### src/rtl/nsu_pkg.sv
// Shared constants and types for the navigation sentence serial output block
package nsu_pkg;
  // ==========================================
  // Timing
  localparam int CLK_HZ = 40000000;
  localparam int BAUD_BPS = 9600;
  localparam int BIT_CYCLES = CLK_HZ / BAUD_BPS;
  localparam int FIX_BLINK_MS = 1000;
  localparam int FIX_BLINK_CYCLES = (CLK_HZ / 1000) * FIX_BLINK_MS;
  localparam int DATA_BITS = 8;
  localparam int STOP_BITS = 1;
  localparam int MAX_SENTENCE_CHARS = 80;
  localparam int FIFO_DEPTH = 16;
  localparam int MIN_CN0_DBHZ = 30;
  // ==========================================
  // Characters
  localparam logic [7:0] CH_DOLLAR = 8'h24;
  localparam logic [7:0] CH_STAR = 8'h2a;
  localparam logic [7:0] CH_COMMA = 8'h2c;
  localparam logic [7:0] CH_CR = 8'h0d;
  localparam logic [7:0] CH_LF = 8'h0a;
  localparam logic [7:0] CH_G = 8'h47;
  localparam logic [7:0] CH_P = 8'h50;
  localparam logic [7:0] CH_S = 8'h53;
  localparam logic [7:0] CH_ZERO = 8'h30;
  localparam logic [7:0] CH_A_UP = 8'h41;
  localparam logic [3:0] HEX_TEN = 4'ha;
  // ==========================================
  // Fix quality codes
  localparam logic [7:0] FIXQ_INVALID = 8'h30;
  localparam logic [7:0] FIXQ_SAT = 8'h31;
  localparam logic [7:0] FIXQ_PROP = 8'h36;
  // ==========================================
  // Sentence kinds in periodic order
  typedef enum logic [3:0]
  {
    NSU_INTRO, NSU_GGA, NSU_GSA, NSU_GLL, NSU_RMC, NSU_VTG, NSU_GSV, NSU_OPOS, NSU_OVEL
  } nsu_kind_e;
  // Fix status pin modes
  typedef enum logic [1:0]
  {
    NSU_FS_NONE, NSU_FS_TRACK, NSU_FS_FIX
  } nsu_fs_e;
endpackage

### src/rtl/nsu_stream_if.sv
// Byte stream carrier between the framer, the FIFO and the serialiser
`timescale 1ns/100ps
interface nsu_stream_if #(parameter int W = 8);
  logic valid;
  logic ready;
  logic [W-1:0] data;
  modport src
  (
    output valid,
    output data,
    input ready
  );
  modport snk
  (
    input valid,
    input data,
    output ready
  );
endinterface

### src/rtl/nsu_fifo.sv
// Flip-flop FIFO with valid/ready on both sides
`timescale 1ns/100ps
module nsu_fifo #(
  parameter int WIDTH = 8,
  parameter int DEPTH = 16
) (
  input wire logic clk,
  input wire logic rstn,
  input wire logic ce,
  nsu_stream_if.snk wr,
  nsu_stream_if.src rd
);
  localparam int AW = $clog2(DEPTH);
  logic [WIDTH-1:0] mem [DEPTH];
  logic [AW-1:0] wptr;
  logic [AW-1:0] rptr;
  logic [AW:0] count;
  wire push = ce && wr.valid && wr.ready;
  wire pop = ce && rd.valid && rd.ready;
  initial
  begin
    if (DEPTH < 2 || (1 << AW) != DEPTH || WIDTH < 1)
      $error("nsu_fifo: depth must be a power of two of at least 2");
  end
  // Full and empty come from the count, so both are exact
  assign wr.ready = (count != DEPTH[AW:0]);
  assign rd.valid = (count != '0);
  assign rd.data = mem[rptr];
  always_ff @(posedge clk or negedge rstn)
  begin
    if (!rstn)
    begin
      wptr <= '0;
      rptr <= '0;
      count <= '0;
    end
    else
    begin
      if (push)
        wptr <= wptr + 1'b1;
      if (pop)
        rptr <= rptr + 1'b1;
      if (push && !pop)
        count <= count + 1'b1;
      else if (pop && !push)
        count <= count - 1'b1;
    end
  end
  // Storage carries no reset, it is only read behind valid
  always_ff @(posedge clk)
  begin
    if (push)
      mem[wptr] <= wr.data;
  end
  property p_no_overflow;
    @(posedge clk) disable iff (!rstn) count <= DEPTH[AW:0];
  endproperty
  a_no_overflow: assert property (p_no_overflow) else $error("fifo count over depth");
endmodule

### src/rtl/nsu_uart_tx.sv
// Serial transmitter, 8 data bits, no parity, one stop bit
`timescale 1ns/100ps
module nsu_uart_tx
  import nsu_pkg::*;
#(
  parameter int BIT_CYC = nsu_pkg::BIT_CYCLES
) (
  input wire logic clk,
  input wire logic rstn,
  input wire logic ce,
  nsu_stream_if.snk in,
  output logic txd,
  output logic busy
);
  logic [$clog2(BIT_CYC)-1:0] baud_cnt;
  logic [3:0] bit_idx;
  logic [9:0] shreg;
  initial
  begin
    if (BIT_CYC < 2)
      $error("nsu_uart_tx: bit time too short");
  end
  wire bit_end = (baud_cnt == ($clog2(BIT_CYC))'(BIT_CYC - 1));
  wire last_bit = (bit_idx == 4'(DATA_BITS + STOP_BITS));
  assign in.ready = ce && !busy;
  always_ff @(posedge clk or negedge rstn)
  begin
    if (!rstn)
    begin
      busy <= 1'b0;
      baud_cnt <= '0;
      bit_idx <= '0;
      shreg <= '1;
      txd <= 1'b1;
    end
    else if (ce)
    begin
      if (!busy && in.valid)
      begin
        shreg <= {1'b1, in.data, 1'b0};
        busy <= 1'b1;
        baud_cnt <= '0;
        bit_idx <= '0;
        txd <= 1'b0;
      end
      else if (busy)
      begin
        if (bit_end)
        begin
          baud_cnt <= '0;
          bit_idx <= bit_idx + 4'd1;
          shreg <= {1'b1, shreg[9:1]};
          txd <= last_bit ? 1'b1 : shreg[1];
          busy <= !last_bit;
        end
        else
          baud_cnt <= baud_cnt + 1'b1;
      end
    end
  end
  property p_idle_high;
    @(posedge clk) disable iff (!rstn) !busy |-> txd;
  endproperty
  a_idle_high: assert property (p_idle_high) else $error("line not idle high");
  // start bit is low in the cycle busy rises
  property p_start_bit;
    @(posedge clk) disable iff (!rstn)
      $rose(busy) && ce |-> !txd;
  endproperty
  a_start_bit: assert property (p_start_bit) else $error("start bit not low");
endmodule

### src/rtl/nsu_top.sv
// Navigation sentence framer with serial output and status pins
`timescale 1ns/100ps
module nsu_top
  import nsu_pkg::*;
#(
  parameter int BLINK_CYC = nsu_pkg::FIX_BLINK_CYCLES,
  parameter int BIT_CYC = nsu_pkg::BIT_CYCLES,
  parameter int FDEPTH = nsu_pkg::FIFO_DEPTH,
  parameter int FIELD_CHARS = 12
) (
  input wire logic clk,
  input wire logic rstn,
  input wire logic ce,
  input wire logic epoch_tick,
  input wire logic any_tracked,
  input wire logic fix_valid,
  input wire logic fix_propagated,
  input wire logic [7:0] min_cn0_dbhz,
  input wire logic utc_ready,
  input wire logic subframe_seen,
  input wire logic [FIELD_CHARS*8-1:0] field_text,
  input wire logic [3:0] field_len,
  output logic field_req,
  output logic [3:0] field_sel,
  output logic txd,
  output logic fix_status_output,
  output logic epoch_out,
  output logic time_refined
);
  import nsu_pkg::*;
  initial
  begin
    if (FIELD_CHARS < 1 || FIELD_CHARS > 15 || BLINK_CYC < 1)
      $error("nsu_top: field width out of range");
  end
  // ==========================================
  // Pin synchronisers (status inputs are asynchronous)
  logic [1:0] s_trk, s_fix, s_prop, s_utc, s_sub, s_ep;
  always_ff @(posedge clk or negedge rstn)
  begin
    if (!rstn)
    begin
      s_trk <= '0;
      s_fix <= '0;
      s_prop <= '0;
      s_utc <= '0;
      s_sub <= '0;
      s_ep <= '0;
    end
    else if (ce)
    begin
      s_trk <= {s_trk[0], any_tracked};
      s_fix <= {s_fix[0], fix_valid};
      s_prop <= {s_prop[0], fix_propagated};
      s_utc <= {s_utc[0], utc_ready};
      s_sub <= {s_sub[0], subframe_seen};
      s_ep <= {s_ep[0], epoch_tick};
    end
  end
  wire trk = s_trk[1];
  wire prop = s_prop[1];
  wire cn0_ok = (min_cn0_dbhz >= 8'(MIN_CN0_DBHZ));
  // no position with all signals lost
  wire pos_ok = s_fix[1] && trk && cn0_ok;
  // ==========================================
  // Byte stream: framer -> FIFO -> serialiser
  nsu_stream_if #(.W(8)) fr_s();
  nsu_stream_if #(.W(8)) tx_s();
  nsu_fifo #(.WIDTH(8), .DEPTH(FDEPTH)) u_fifo
  (
    .clk(clk),
    .rstn(rstn),
    .ce(ce),
    .wr(fr_s.snk),
    .rd(tx_s.src)
  );
  logic tx_busy;
  logic txd_i;
  nsu_uart_tx #(.BIT_CYC(BIT_CYC)) u_tx
  (
    .clk(clk),
    .rstn(rstn),
    .ce(ce),
    .in(tx_s.snk),
    .txd(txd_i),
    .busy(tx_busy)
  );
  // ==========================================
  // Sentence sequencer
  typedef enum logic [2:0] {ST_DOLLAR, ST_HEAD, ST_FIELD, ST_STAR, ST_HEX, ST_CR, ST_LF}
    nsu_st_e;
  nsu_st_e st;
  nsu_kind_e kind;
  logic [3:0] fidx;
  logic [3:0] cidx;
  logic [7:0] csum;
  logic [6:0] len;
  logic started;
  logic hex_lo;
  logic [4:0][7:0] head;
  logic [3:0] nfields;
  // GP talker, maker prefix, sentence types
  always_comb
  begin
    head = {CH_G, CH_P, 8'h47, 8'h47, 8'h41};
    nfields = 4'd0;
    unique case (kind)
      NSU_INTRO: begin head = {CH_P, CH_S, 8'h49, 8'h4e, 8'h49}; nfields = 4'd1; end
      NSU_GGA: begin head = {CH_G, CH_P, 8'h47, 8'h47, 8'h41}; nfields = 4'd14; end
      NSU_GSA: begin head = {CH_G, CH_P, 8'h47, 8'h53, 8'h41}; nfields = 4'd8; end
      NSU_GLL: begin head = {CH_G, CH_P, 8'h47, 8'h4c, 8'h4c}; nfields = 4'd7; end
      NSU_RMC: begin head = {CH_G, CH_P, 8'h52, 8'h4d, 8'h43}; nfields = 4'd11; end
      NSU_VTG: begin head = {CH_G, CH_P, 8'h56, 8'h54, 8'h47}; nfields = 4'd9; end
      NSU_GSV: begin head = {CH_G, CH_P, 8'h47, 8'h53, 8'h56}; nfields = 4'd7; end
      NSU_OPOS: begin head = {CH_P, CH_S, 8'h4c, 8'h53, 8'h50}; nfields = 4'd7; end
      NSU_OVEL: begin head = {CH_P, CH_S, 8'h4c, 8'h53, 8'h56}; nfields = 4'd7; end
      default: begin head = {CH_G, CH_P, 8'h47, 8'h47, 8'h41}; nfields = 4'd0; end
    endcase
  end
  // GPS time after sub-frame, fix or not; UTC blank until UTC ready or without a position
  wire is_utc_field = (kind == NSU_GGA && fidx == 4'd0) || (kind == NSU_GLL && fidx == 4'd4)
    || (kind == NSU_RMC && fidx == 4'd0);
  wire is_gps_time = (kind == NSU_OPOS || kind == NSU_OVEL) && fidx == 4'd0;
  wire is_pos_field = (kind != NSU_INTRO && kind != NSU_GSV && kind != NSU_GSA);
  // quality is GGA field 5, after time and both coordinates
  wire is_fixq = (kind == NSU_GGA && fidx == 4'd5);
  wire [7:0] fixq_ch = !pos_ok ? FIXQ_INVALID : (prop ? FIXQ_PROP : FIXQ_SAT);
  wire blank = (is_utc_field && !s_utc[1]) || (is_gps_time && !s_sub[1])
    || (is_pos_field && !pos_ok && !is_fixq && !is_gps_time);
  wire [3:0] flen = blank ? 4'd0 : (is_fixq ? 4'd1 : field_len);
  wire [7:0] field_ch = is_fixq ? fixq_ch : field_text[(cidx - 4'd1)*8 +: 8];
  // stop at 75 so star, hex, CR, LF fit
  wire room = (len < 7'(MAX_SENTENCE_CHARS - 6));
  wire [3:0] nib = hex_lo ? csum[3:0] : csum[7:4];
  wire [7:0] hex_ch = (nib < HEX_TEN) ? CH_ZERO + 8'(nib) : CH_A_UP + 8'(nib - HEX_TEN);
  logic [7:0] out_ch;
  always_comb
  begin
    out_ch = CH_DOLLAR;
    unique case (st)
      ST_DOLLAR: out_ch = CH_DOLLAR;
      ST_HEAD: out_ch = head[4 - cidx];
      ST_FIELD: out_ch = (cidx == 4'd0) ? CH_COMMA : field_ch;
      ST_STAR: out_ch = CH_STAR;
      ST_HEX: out_ch = hex_ch;
      ST_CR: out_ch = CH_CR;
      ST_LF: out_ch = CH_LF;
      default: out_ch = CH_DOLLAR;
    endcase
  end
  logic field_req_d;
  wire fld_ready = (st != ST_FIELD) || (cidx == 4'd0) || field_req_d;
  assign fr_s.valid = ce && fld_ready;
  assign fr_s.data = out_ch;
  wire step = fr_s.valid && fr_s.ready;
  wire fld_done = (cidx == flen) || !room;
  always_ff @(posedge clk or negedge rstn)
  begin
    if (!rstn)
    begin
      st <= ST_DOLLAR;
      kind <= NSU_INTRO;
      started <= 1'b0;
      fidx <= '0;
      cidx <= '0;
      csum <= '0;
      len <= '0;
      hex_lo <= 1'b0;
      field_req <= 1'b0;
      field_req_d <= 1'b0;
      field_sel <= '0;
    end
    else if (ce)
    begin
      if (step && st == ST_FIELD && cidx == 4'd0)
        field_req_d <= 1'b0;
      else if (field_req)
        field_req_d <= 1'b1;
      field_req <= 1'b0;
      if (step)
      begin
        len <= len + 7'd1;
        if (st == ST_HEAD || st == ST_FIELD)
          csum <= csum ^ out_ch;
        unique case (st)
          ST_DOLLAR: begin st <= ST_HEAD; cidx <= '0; csum <= '0; len <= 7'd1; end
          ST_HEAD:
          begin
            cidx <= cidx + 4'd1;
            if (cidx == 4'd4)
            begin
              st <= (nfields == 4'd0) ? ST_STAR : ST_FIELD;
              cidx <= '0;
              fidx <= '0;
            end
          end
          ST_FIELD:
          begin
            if (cidx == 4'd0)
            begin
              field_sel <= fidx;
              field_req <= 1'b1;
            end
            if (cidx != 4'd0 && fld_done)
            begin
              cidx <= '0;
              fidx <= fidx + 4'd1;
              if (fidx + 4'd1 == nfields || !room)
                st <= ST_STAR;
            end
            else if (cidx == 4'd0 && (blank || !room))
            begin
              fidx <= fidx + 4'd1;
              if (fidx + 4'd1 == nfields || !room)
                st <= ST_STAR;
            end
            else
              cidx <= cidx + 4'd1;
          end
          ST_STAR: begin st <= ST_HEX; hex_lo <= 1'b0; end
          ST_HEX:
          begin
            hex_lo <= 1'b1;
            if (hex_lo)
              st <= ST_CR;
          end
          ST_CR: st <= ST_LF;
          ST_LF:
          begin
            st <= ST_DOLLAR;
            started <= 1'b1;
            kind <= (kind == NSU_OVEL || kind == NSU_INTRO) ? NSU_GGA
              : nsu_kind_e'(kind + 4'd1);
          end
          default: st <= ST_DOLLAR;
        endcase
      end
    end
  end
  // ==========================================
  // Status pins
  logic [$clog2(BLINK_CYC+1)-1:0] blink_cnt;
  logic blink;
  always_ff @(posedge clk or negedge rstn)
  begin
    if (!rstn)
    begin
      blink_cnt <= '0;
      blink <= 1'b0;
      fix_status_output <= 1'b0;
      epoch_out <= 1'b0;
      time_refined <= 1'b0;
      txd <= 1'b1;
    end
    else if (ce)
    begin
      txd <= txd_i;
      // epoch edge only with a reportable position
      epoch_out <= s_ep[1] && pos_ok;
      if (pos_ok)
        time_refined <= 1'b1;
      else if (!s_sub[1])
        time_refined <= 1'b0;
      // 1 s high, 1 s low while tracking without a position
      if (!trk || pos_ok || blink_cnt == ($bits(blink_cnt))'(BLINK_CYC - 1))
      begin
        blink_cnt <= '0;
        blink <= trk && !pos_ok && !blink;
      end
      else
        blink_cnt <= blink_cnt + 1'b1;
      fix_status_output <= pos_ok ? 1'b1 : (trk ? blink : 1'b0);
    end
  end
  property p_max_len;
    @(posedge clk) disable iff (!rstn) len <= 7'(MAX_SENTENCE_CHARS);
  endproperty
  a_max_len: assert property (p_max_len) else $error("sentence over length");
  property p_fix_high;
    @(posedge clk) disable iff (!rstn) ce && pos_ok |=> fix_status_output;
  endproperty
  a_fix_high: assert property (p_fix_high) else $error("fix pin not high");
  property p_fix_low;
    @(posedge clk) disable iff (!rstn) ce && !trk |=> !fix_status_output;
  endproperty
  a_fix_low: assert property (p_fix_low) else $error("fix pin not low");
  property p_lf_after_cr;
    @(posedge clk) disable iff (!rstn) step && st == ST_CR |=> st == ST_LF;
  endproperty
  a_lf_after_cr: assert property (p_lf_after_cr) else $error("CR not followed by LF");
  property p_fixq;
    @(posedge clk) disable iff (!rstn)
      step && st == ST_FIELD && is_fixq && cidx == 4'd1 && !pos_ok |-> out_ch == FIXQ_INVALID;
  endproperty
  a_fixq: assert property (p_fixq) else $error("bad fix quality");
  property p_intro_first;
    @(posedge clk) disable iff (!rstn) !started |-> kind == NSU_INTRO;
  endproperty
  a_intro_first: assert property (p_intro_first) else $error("intro skipped");
  property p_epoch;
    @(posedge clk) disable iff (!rstn) ce && !pos_ok |=> !epoch_out;
  endproperty
  a_epoch: assert property (p_epoch) else $error("epoch without position");
  property p_hex_upper;
    @(posedge clk) disable iff (!rstn)
      st == ST_HEX |-> (out_ch inside {[8'h30:8'h39], [8'h41:8'h46]});
  endproperty
  a_hex_upper: assert property (p_hex_upper) else $error("checksum digit bad");
endmodule

### config.mk
export PLATFORM = sky130hd
export DESIGN_NAME = nsu_top
export DESIGN_NICKNAME = d
export VERILOG_FILES = /design/src/rtl/nsu_pkg.sv /design/src/rtl/nsu_stream_if.sv /design/src/rtl/nsu_fifo.sv /design/src/rtl/nsu_uart_tx.sv /design/src/rtl/nsu_top.sv
export SDC_FILE = /design/constraint.sdc
export NUM_CORES = 1
export LEC_CHECK = 0
export BUFFER_PORTS_ARGS = -buffer_cell sky130_fd_sc_hd__buf_2
export CAP_MARGIN = 10
export CORE_MARGIN = 2
export CORE_UTILIZATION = 38
export CTS_CLUSTER_SIZE = 8
export DETAILED_ROUTE_END_ITERATION = 7
export PLACE_DENSITY_LB_ADDON = 0.3
export SKIP_CTS_REPAIR_TIMING = 1
export SLEW_MARGIN = 25
export SYNTH_ARGS = -nofsm -noshare
export SYNTH_HDL_FRONTEND = slang
export SYNTH_SLANG_ARGS = --single-unit
### constraint.sdc
create_clock -name clk -period 5 [get_ports clk]
set_clock_uncertainty 0.15 [all_clocks]
set_input_delay 0.25 -clock clk [delete_from_list [all_inputs] [get_ports clk]]
set_output_delay 0.25 -clock clk [all_outputs]
set_load 0.02 [all_outputs]
Yosys cells after proc, flatten, opt, wreduce, memory -nomap -nowiden. Memories as Yosys holds them, arrays and structs flattened. Index checks and enable logic that the tools add are counted.

Output and inout port bits: 9. Input bits: 117. Bits in read-only memories: 400. Flip-flop bits (word level): 122. Word-level logic and storage cells: 229. Memories kept: 2. RAM bits: 128.

Memory list: (no name shown) (depth 16, bits a word 25, rd ports 1, clocked after Yosys merged registers in 0, write ports 0, RTL line nsu_top.sv:107) `unique case (kind)`; u_fifo.mem (depth 16, bits a word 8, rd ports 1, clocked after Yosys merged registers in 0, write ports 1, RTL line nsu_fifo.sv:14) `logic [WIDTH-1:0] mem [DEPTH];`.

Add/subtract/negate cells: 16. Shift-type cells: 1. Order comparisons: 4. Multiplexer cells: 61. Equality and inequality tests: 28. Reductions and logical operators: 86. Bitwise logic cells: 1.

Operators by type and width (count): $shiftx 96x33->8 (1); $mux 4 (13); $mux 8 (6); $pmux 8 s6 (1); $mux 13 (3); $lt 32x4->1 const B (1); $logic_and 1x1->1 (31); $mux 10 (3); $add 26x1->26 const B (1); $eq 26x26->1 const B (1); $mux 26 (1); $add 4x1->4 const B (6); $bmux 8 s3 (1); $mux 3 (7); $eq 4x3->1 const B (5); $mux 1 (19); $pmux 3 s6 (1); $logic_not 4->1 (4); $logic_or 1x1->1 (14); $reduce_bool 2->1 (7); $add 13x1->13 const B (1); $eq 13x13->1 const B (1); $logic_not 1->1 (12); $pmux 4 s3 (1); other kinds (39) (56).

Longest topological paths before layout.
Word-level depth: 13. Mapped depth: 19. Gate-level depth less buffers: 14.

Cells and area by module. Synthesis repeated with hierarchy kept, for this count alone.

Cell total of the unflattened synthesis: 1105. Area, all modules: 13391.6 um^2.

Modules (own cells, without submodules): nsu_top (times used 1, area each 6157.2 um^2, seq. area each 2003.2 um^2, cells an instance 663); nsu_fifo (times used 1, area each 5756.8 um^2, seq. area each 4169.0 um^2, cells an instance 291); nsu_uart_tx (times used 1, area each 1477.7 um^2, seq. area each 686.9 um^2, cells an instance 151).

Worst setup path after synthesis. OpenSTA, ideal clock, no wires.

Kind: reg2reg. Start: register cidx[0]. End: register csum[2]. Setup time: 133 ps. Data arrival time: 3773 ps. Buffers on the path: 5. Setup slack: 944 ps. Cell stages (with the launch flop): 15. Required time: 4717 ps. Clock period less this slack: 4056 ps. Cell sequence: dfrtp_1 > buf_2 > buf_4 > buf_2 > clkinv_1 > ha_1 > clkbuf_1 > clkbuf_1 > mux4_2 > a31oi_1 > o21a_1 > o311ai_1 > nand2_1 > xor2_1 > nor2_1.

Longest elaborated chain between the ends: 8. Elaborated cells on any way between the ends: 17. Classes of those cells: add/sub: 2; shift: 1; mux: 7; bitwise: 1; reduce/logical: 6.

Ends and longest elaborated chain: start, declared (RTL line nsu_top.sv:95) `logic [3:0] cidx;`; start signal, assigned (RTL line nsu_top.sv:189) `cidx <= cidx + 4'd1;`; start signal, assigned (RTL line nsu_top.sv:218) `cidx <= cidx + 4'd1;`; $sub 4x1->5 (RTL line nsu_top.sv:131) `wire [7:0] field_ch = is_fixq ? fixq_ch : field_text[(cidx - 4'd1)*8 +: 8];`; $shiftx 96x33->8 (RTL line nsu_top.sv:131); $mux 8 (RTL line nsu_top.sv:131); $mux 8 (RTL line nsu_top.sv:143) `ST_FIELD: out_ch = (cidx == 4'd0) ? CH_COMMA : field_ch;`; $pmux 8 s6 * (RTL line nsu_top.sv:140) `unique case (st)`; net fr_s.data[2] (RTL line nsu_stream_if.sv:6) `logic [W-1:0] data;`; $xor 8x8->8 * (RTL line nsu_top.sv:184) `csum <= csum ^ out_ch;`; $mux 8 * (RTL line nsu_top.sv:183) `if (st == ST_HEAD || st == ST_FIELD)`; $mux 8 * (RTL line nsu_top.sv:185) `unique case (st)`; end signal, assigned (RTL line nsu_top.sv:184); end, declared (RTL line nsu_top.sv:96) `logic [7:0] csum;`.

Mark *: on every way through the listed nets, which the timed path passes. The rest lies on a longest branch. The select of a mux whose other input is x is not followed. A chain may end at the register's enable or synchronous reset.

Final worst setup path.
Start: register cidx[0]. End: register csum[3].

Same word-level chain as after synthesis.

==> run metrics <==
status=completed; Hold WS=0.0419 ns; FMAX=247 MHz; crit share post-route=0.810; CP Data Required Time=5.22 ns; mux cell area share after synthesis=0.150; Crit. End Element=flip-flop; DRT iter0 DRCs=between 600 and 700; worst r2r path cells=11; Detail Route Antenna Nets=0; Routed wire per std cell=between 15 and 20 um; clock slew at reported path FFs=0.06 ns; clk buf depth=3; Post-Place Setup Slack=0.955 ns; final wirelength=29,100 um; Sink Count=around 250; slew margin rel.=0.416; Tmin final=4.05 ns; HP Class=primary input to flip-flop; Final Power=0.00869 W; Synth Area in Simple Gates=0.128; first-pass GRT wire length=47,500 um; startpoint types=flip-flop; FF-to-FF setup slack=0.95 ns; Vias per Instance=5.36; Synth Area per Inst=between 10 and 15 um^2; Pre-antenna DRT Iters=5; Die Y=188 um; Initial Utilization=0.384; Static Leakage=5.93 nW; CTS H-tree depth=2; maximum VDD drop=0.260 mV; synthesized area=12,800 um^2; final hold violation count=0; Compound-Gate Fraction of Synth Area=0.0905; Reg-to-Reg End=csum[3]; Util after Layout=0.453; Synth Warn #=0; sequential element share of the synthesized area=0.535; hold_sp=ce; ys flop type=edfxtp_1; syn nets=1,199; worst hold path depth=3; Synth area leader=edfxtp_1; number of synthesized flops with an enable pin=128; synthesized instance count=1,049; crit path kind=flip-flop to flip-flop; Post-synth ARST share=0.484; reg2reg start=cidx[0]; Worst Hold Path EP=field_req; Die ar.=35,200 um^2; clock buffer count from CTS=37; Layout area overhead=17.8%; DR vias=8,884; largest family of logic cells by synthesized area=multiplexers; core area=33,400 um^2; root buf cell=clkbuf_16; final routed DRC violation total=0; largest net degree at the start of global routing=48; flops & latches, synth=between 200 and 250; clk_lat worst skew=around 0.5 ns; RSZ-0062 raised after global routing=false; hpwl dp=20,200 um; ANT cells=0; Fillers=approximately 3,100; total global-route track usage=0.168; total gr overflow=0; top post-synthesis cells by area=edfxtp_1 (30%), dfrtp_1 (21%), mux4_2 (11%); share of cells above drive strength 1=0.254; Final WS setup=0.948 ns; Yosys cell types=79; Nets=around 1,300; global placer's final weighted congestion=0.825; IO Port Bufs=124; MaxCap Viol Count=0; Power Density=around 570 nW/um^2; Synth Area in XOR/XNOR=0.0362; Least-Margin Pin Slew=0.873 ns; setup TNS=0 ns; top cell type's share of synthesized area=0.300; Adder-Cell Fraction of Synth Area=0.0328; # IOs=126; Die X=roughly 190 um; Critical Path AT=roughly 4.3 ns; Worst Path Max Fanout=18; FP Rows=between 60 and 70; Slew Viols, Final=0; # setup viols final=0; vias in the first global route=8,756; CTS tree=done; initial antenna violation count=0
report_power, final:
| group | total, W | switching [W] | internal (W) |
|---|---|---|---|
| sequential | 0.00325 | 0.000462 | 0.00279 |
| combinational | 0.00314 | 0.00175 | 0.00139 |
| clock | 0.00230 | 0.000861 | 0.00144 |
state kept, by name (all words and copies together) (netlist names), 5 cells and up:
| register | count |
|---|---|
| u_fifo.mem | 128 |
| csum | 8 |
| u_tx.shreg | 8 |
| blink_cnt | 26 |
| u_fifo.count | 5 |
| u_tx.baud_cnt | 13 |
| len | 7 |
per-layer routing:
layer,part of all wire,global-route usage,vias up,routed length (um)
met5,0,0,-,0
met4,0.019,0.0478,0,554
met2,0.48,0.275,268,14000
met3,0.052,0.0258,39,1500
met1,0.45,0.232,4381,13100
li1,-,-,4196,-
how the worst max path moves through the flow:
stage,startpoint,end,slack [ns],cells after the start
floorplan,cidx[0],csum[2],0.94,14
global placement,cidx[0],csum[3],0.90,10
detailed placement,cidx[0],csum[3],0.96,11
CTS,cidx[0],csum[3],0.93,11
global route,cidx[0],csum[3],0.62,11
finish,cidx[0],csum[3],0.95,11
cells in the mapped netlist (all sizes together), types with 7 or more instances:
master  count
a21oi      26
a31oi       8
and2        7
and3       23
buf        17
clkbuf     39
dfrtp     110
dfstp      10
edfxtp    128
ha         32
inv        31
mux2       27
mux2i      16
mux4       65
nand2      84
nand2b     10
nand3      45
nand4      13
nor2       98
nor3       20
o21ai      79
o31ai      12
xnor2      25
xor2       28
worst max-delay path, cell delays in order (launching register included):
cell,delay (ns)
dfrtp_2,0.67
clkinv_1,0.38
ha_1,0.74
buf_4,0.29
mux4_2,0.32
o311ai_0,0.32
a21o_1,0.17
o211ai_1,0.27
buf_2,0.29
nand2_1,0.09
xor2_1,0.15
nor2_1,0.05
area by class of cell:
class | instances | area [um^2] | share of cell area
inverter | 33 | 124 | 0.00820
clock buffer | 57 | 1010 | 0.0669
tap | 448 | 561 | 0.0371
clock inverter | 4 | 71.3 | 0.00472
multi-input combinational | 712 | 5620 | 0.372
timing repair buffer | 154 | 863 | 0.0571
sequential | 248 | 6860 | 0.454
logic make-up after synthesis:
family	after synthesis
buffers and inverters	89
adder cells (fa/ha/maj)	33
multiplexers	108
XOR/XNOR	53
AND/OR/NAND/NOR	337
flip-flops	248
AO/OA/AOI/OAI	181
stage by stage:
step / std cells / area (um^2)
final: 1656 / 15100
after global routing: 1656 / 15100
after CTS: 1649 / 15000
after detailed placement: 1588 / 14000
after global placement: 1587 / 14000
after floorplan: 1049 / 12800
cell usage in the layout, fill, tap and decap left out, drive strengths merged, types with 7 or more instances in the layout:
| master | instances |
|---|---|
| nor2 | 98 |
| nor3 | 20 |
| and3 | 23 |
| edfxtp | 128 |
| buf | 147 |
| nand4 | 13 |
| nand2b | 10 |
| nand3 | 45 |
| a21oi | 26 |
| and2 | 7 |
| inv | 32 |
| o31ai | 12 |
| ha | 32 |
| o21ai | 79 |
| nand2 | 84 |
| clkbuf | 57 |
| xnor2 | 25 |
| dfstp | 10 |
| xor2 | 28 |
| dfrtp | 110 |
| dlygate4sd3 | 7 |
| mux2i | 16 |
| a31oi | 8 |
| mux2 | 27 |
| mux4 | 65 |
Note: power is estimated with default switching activity, not from simulation.
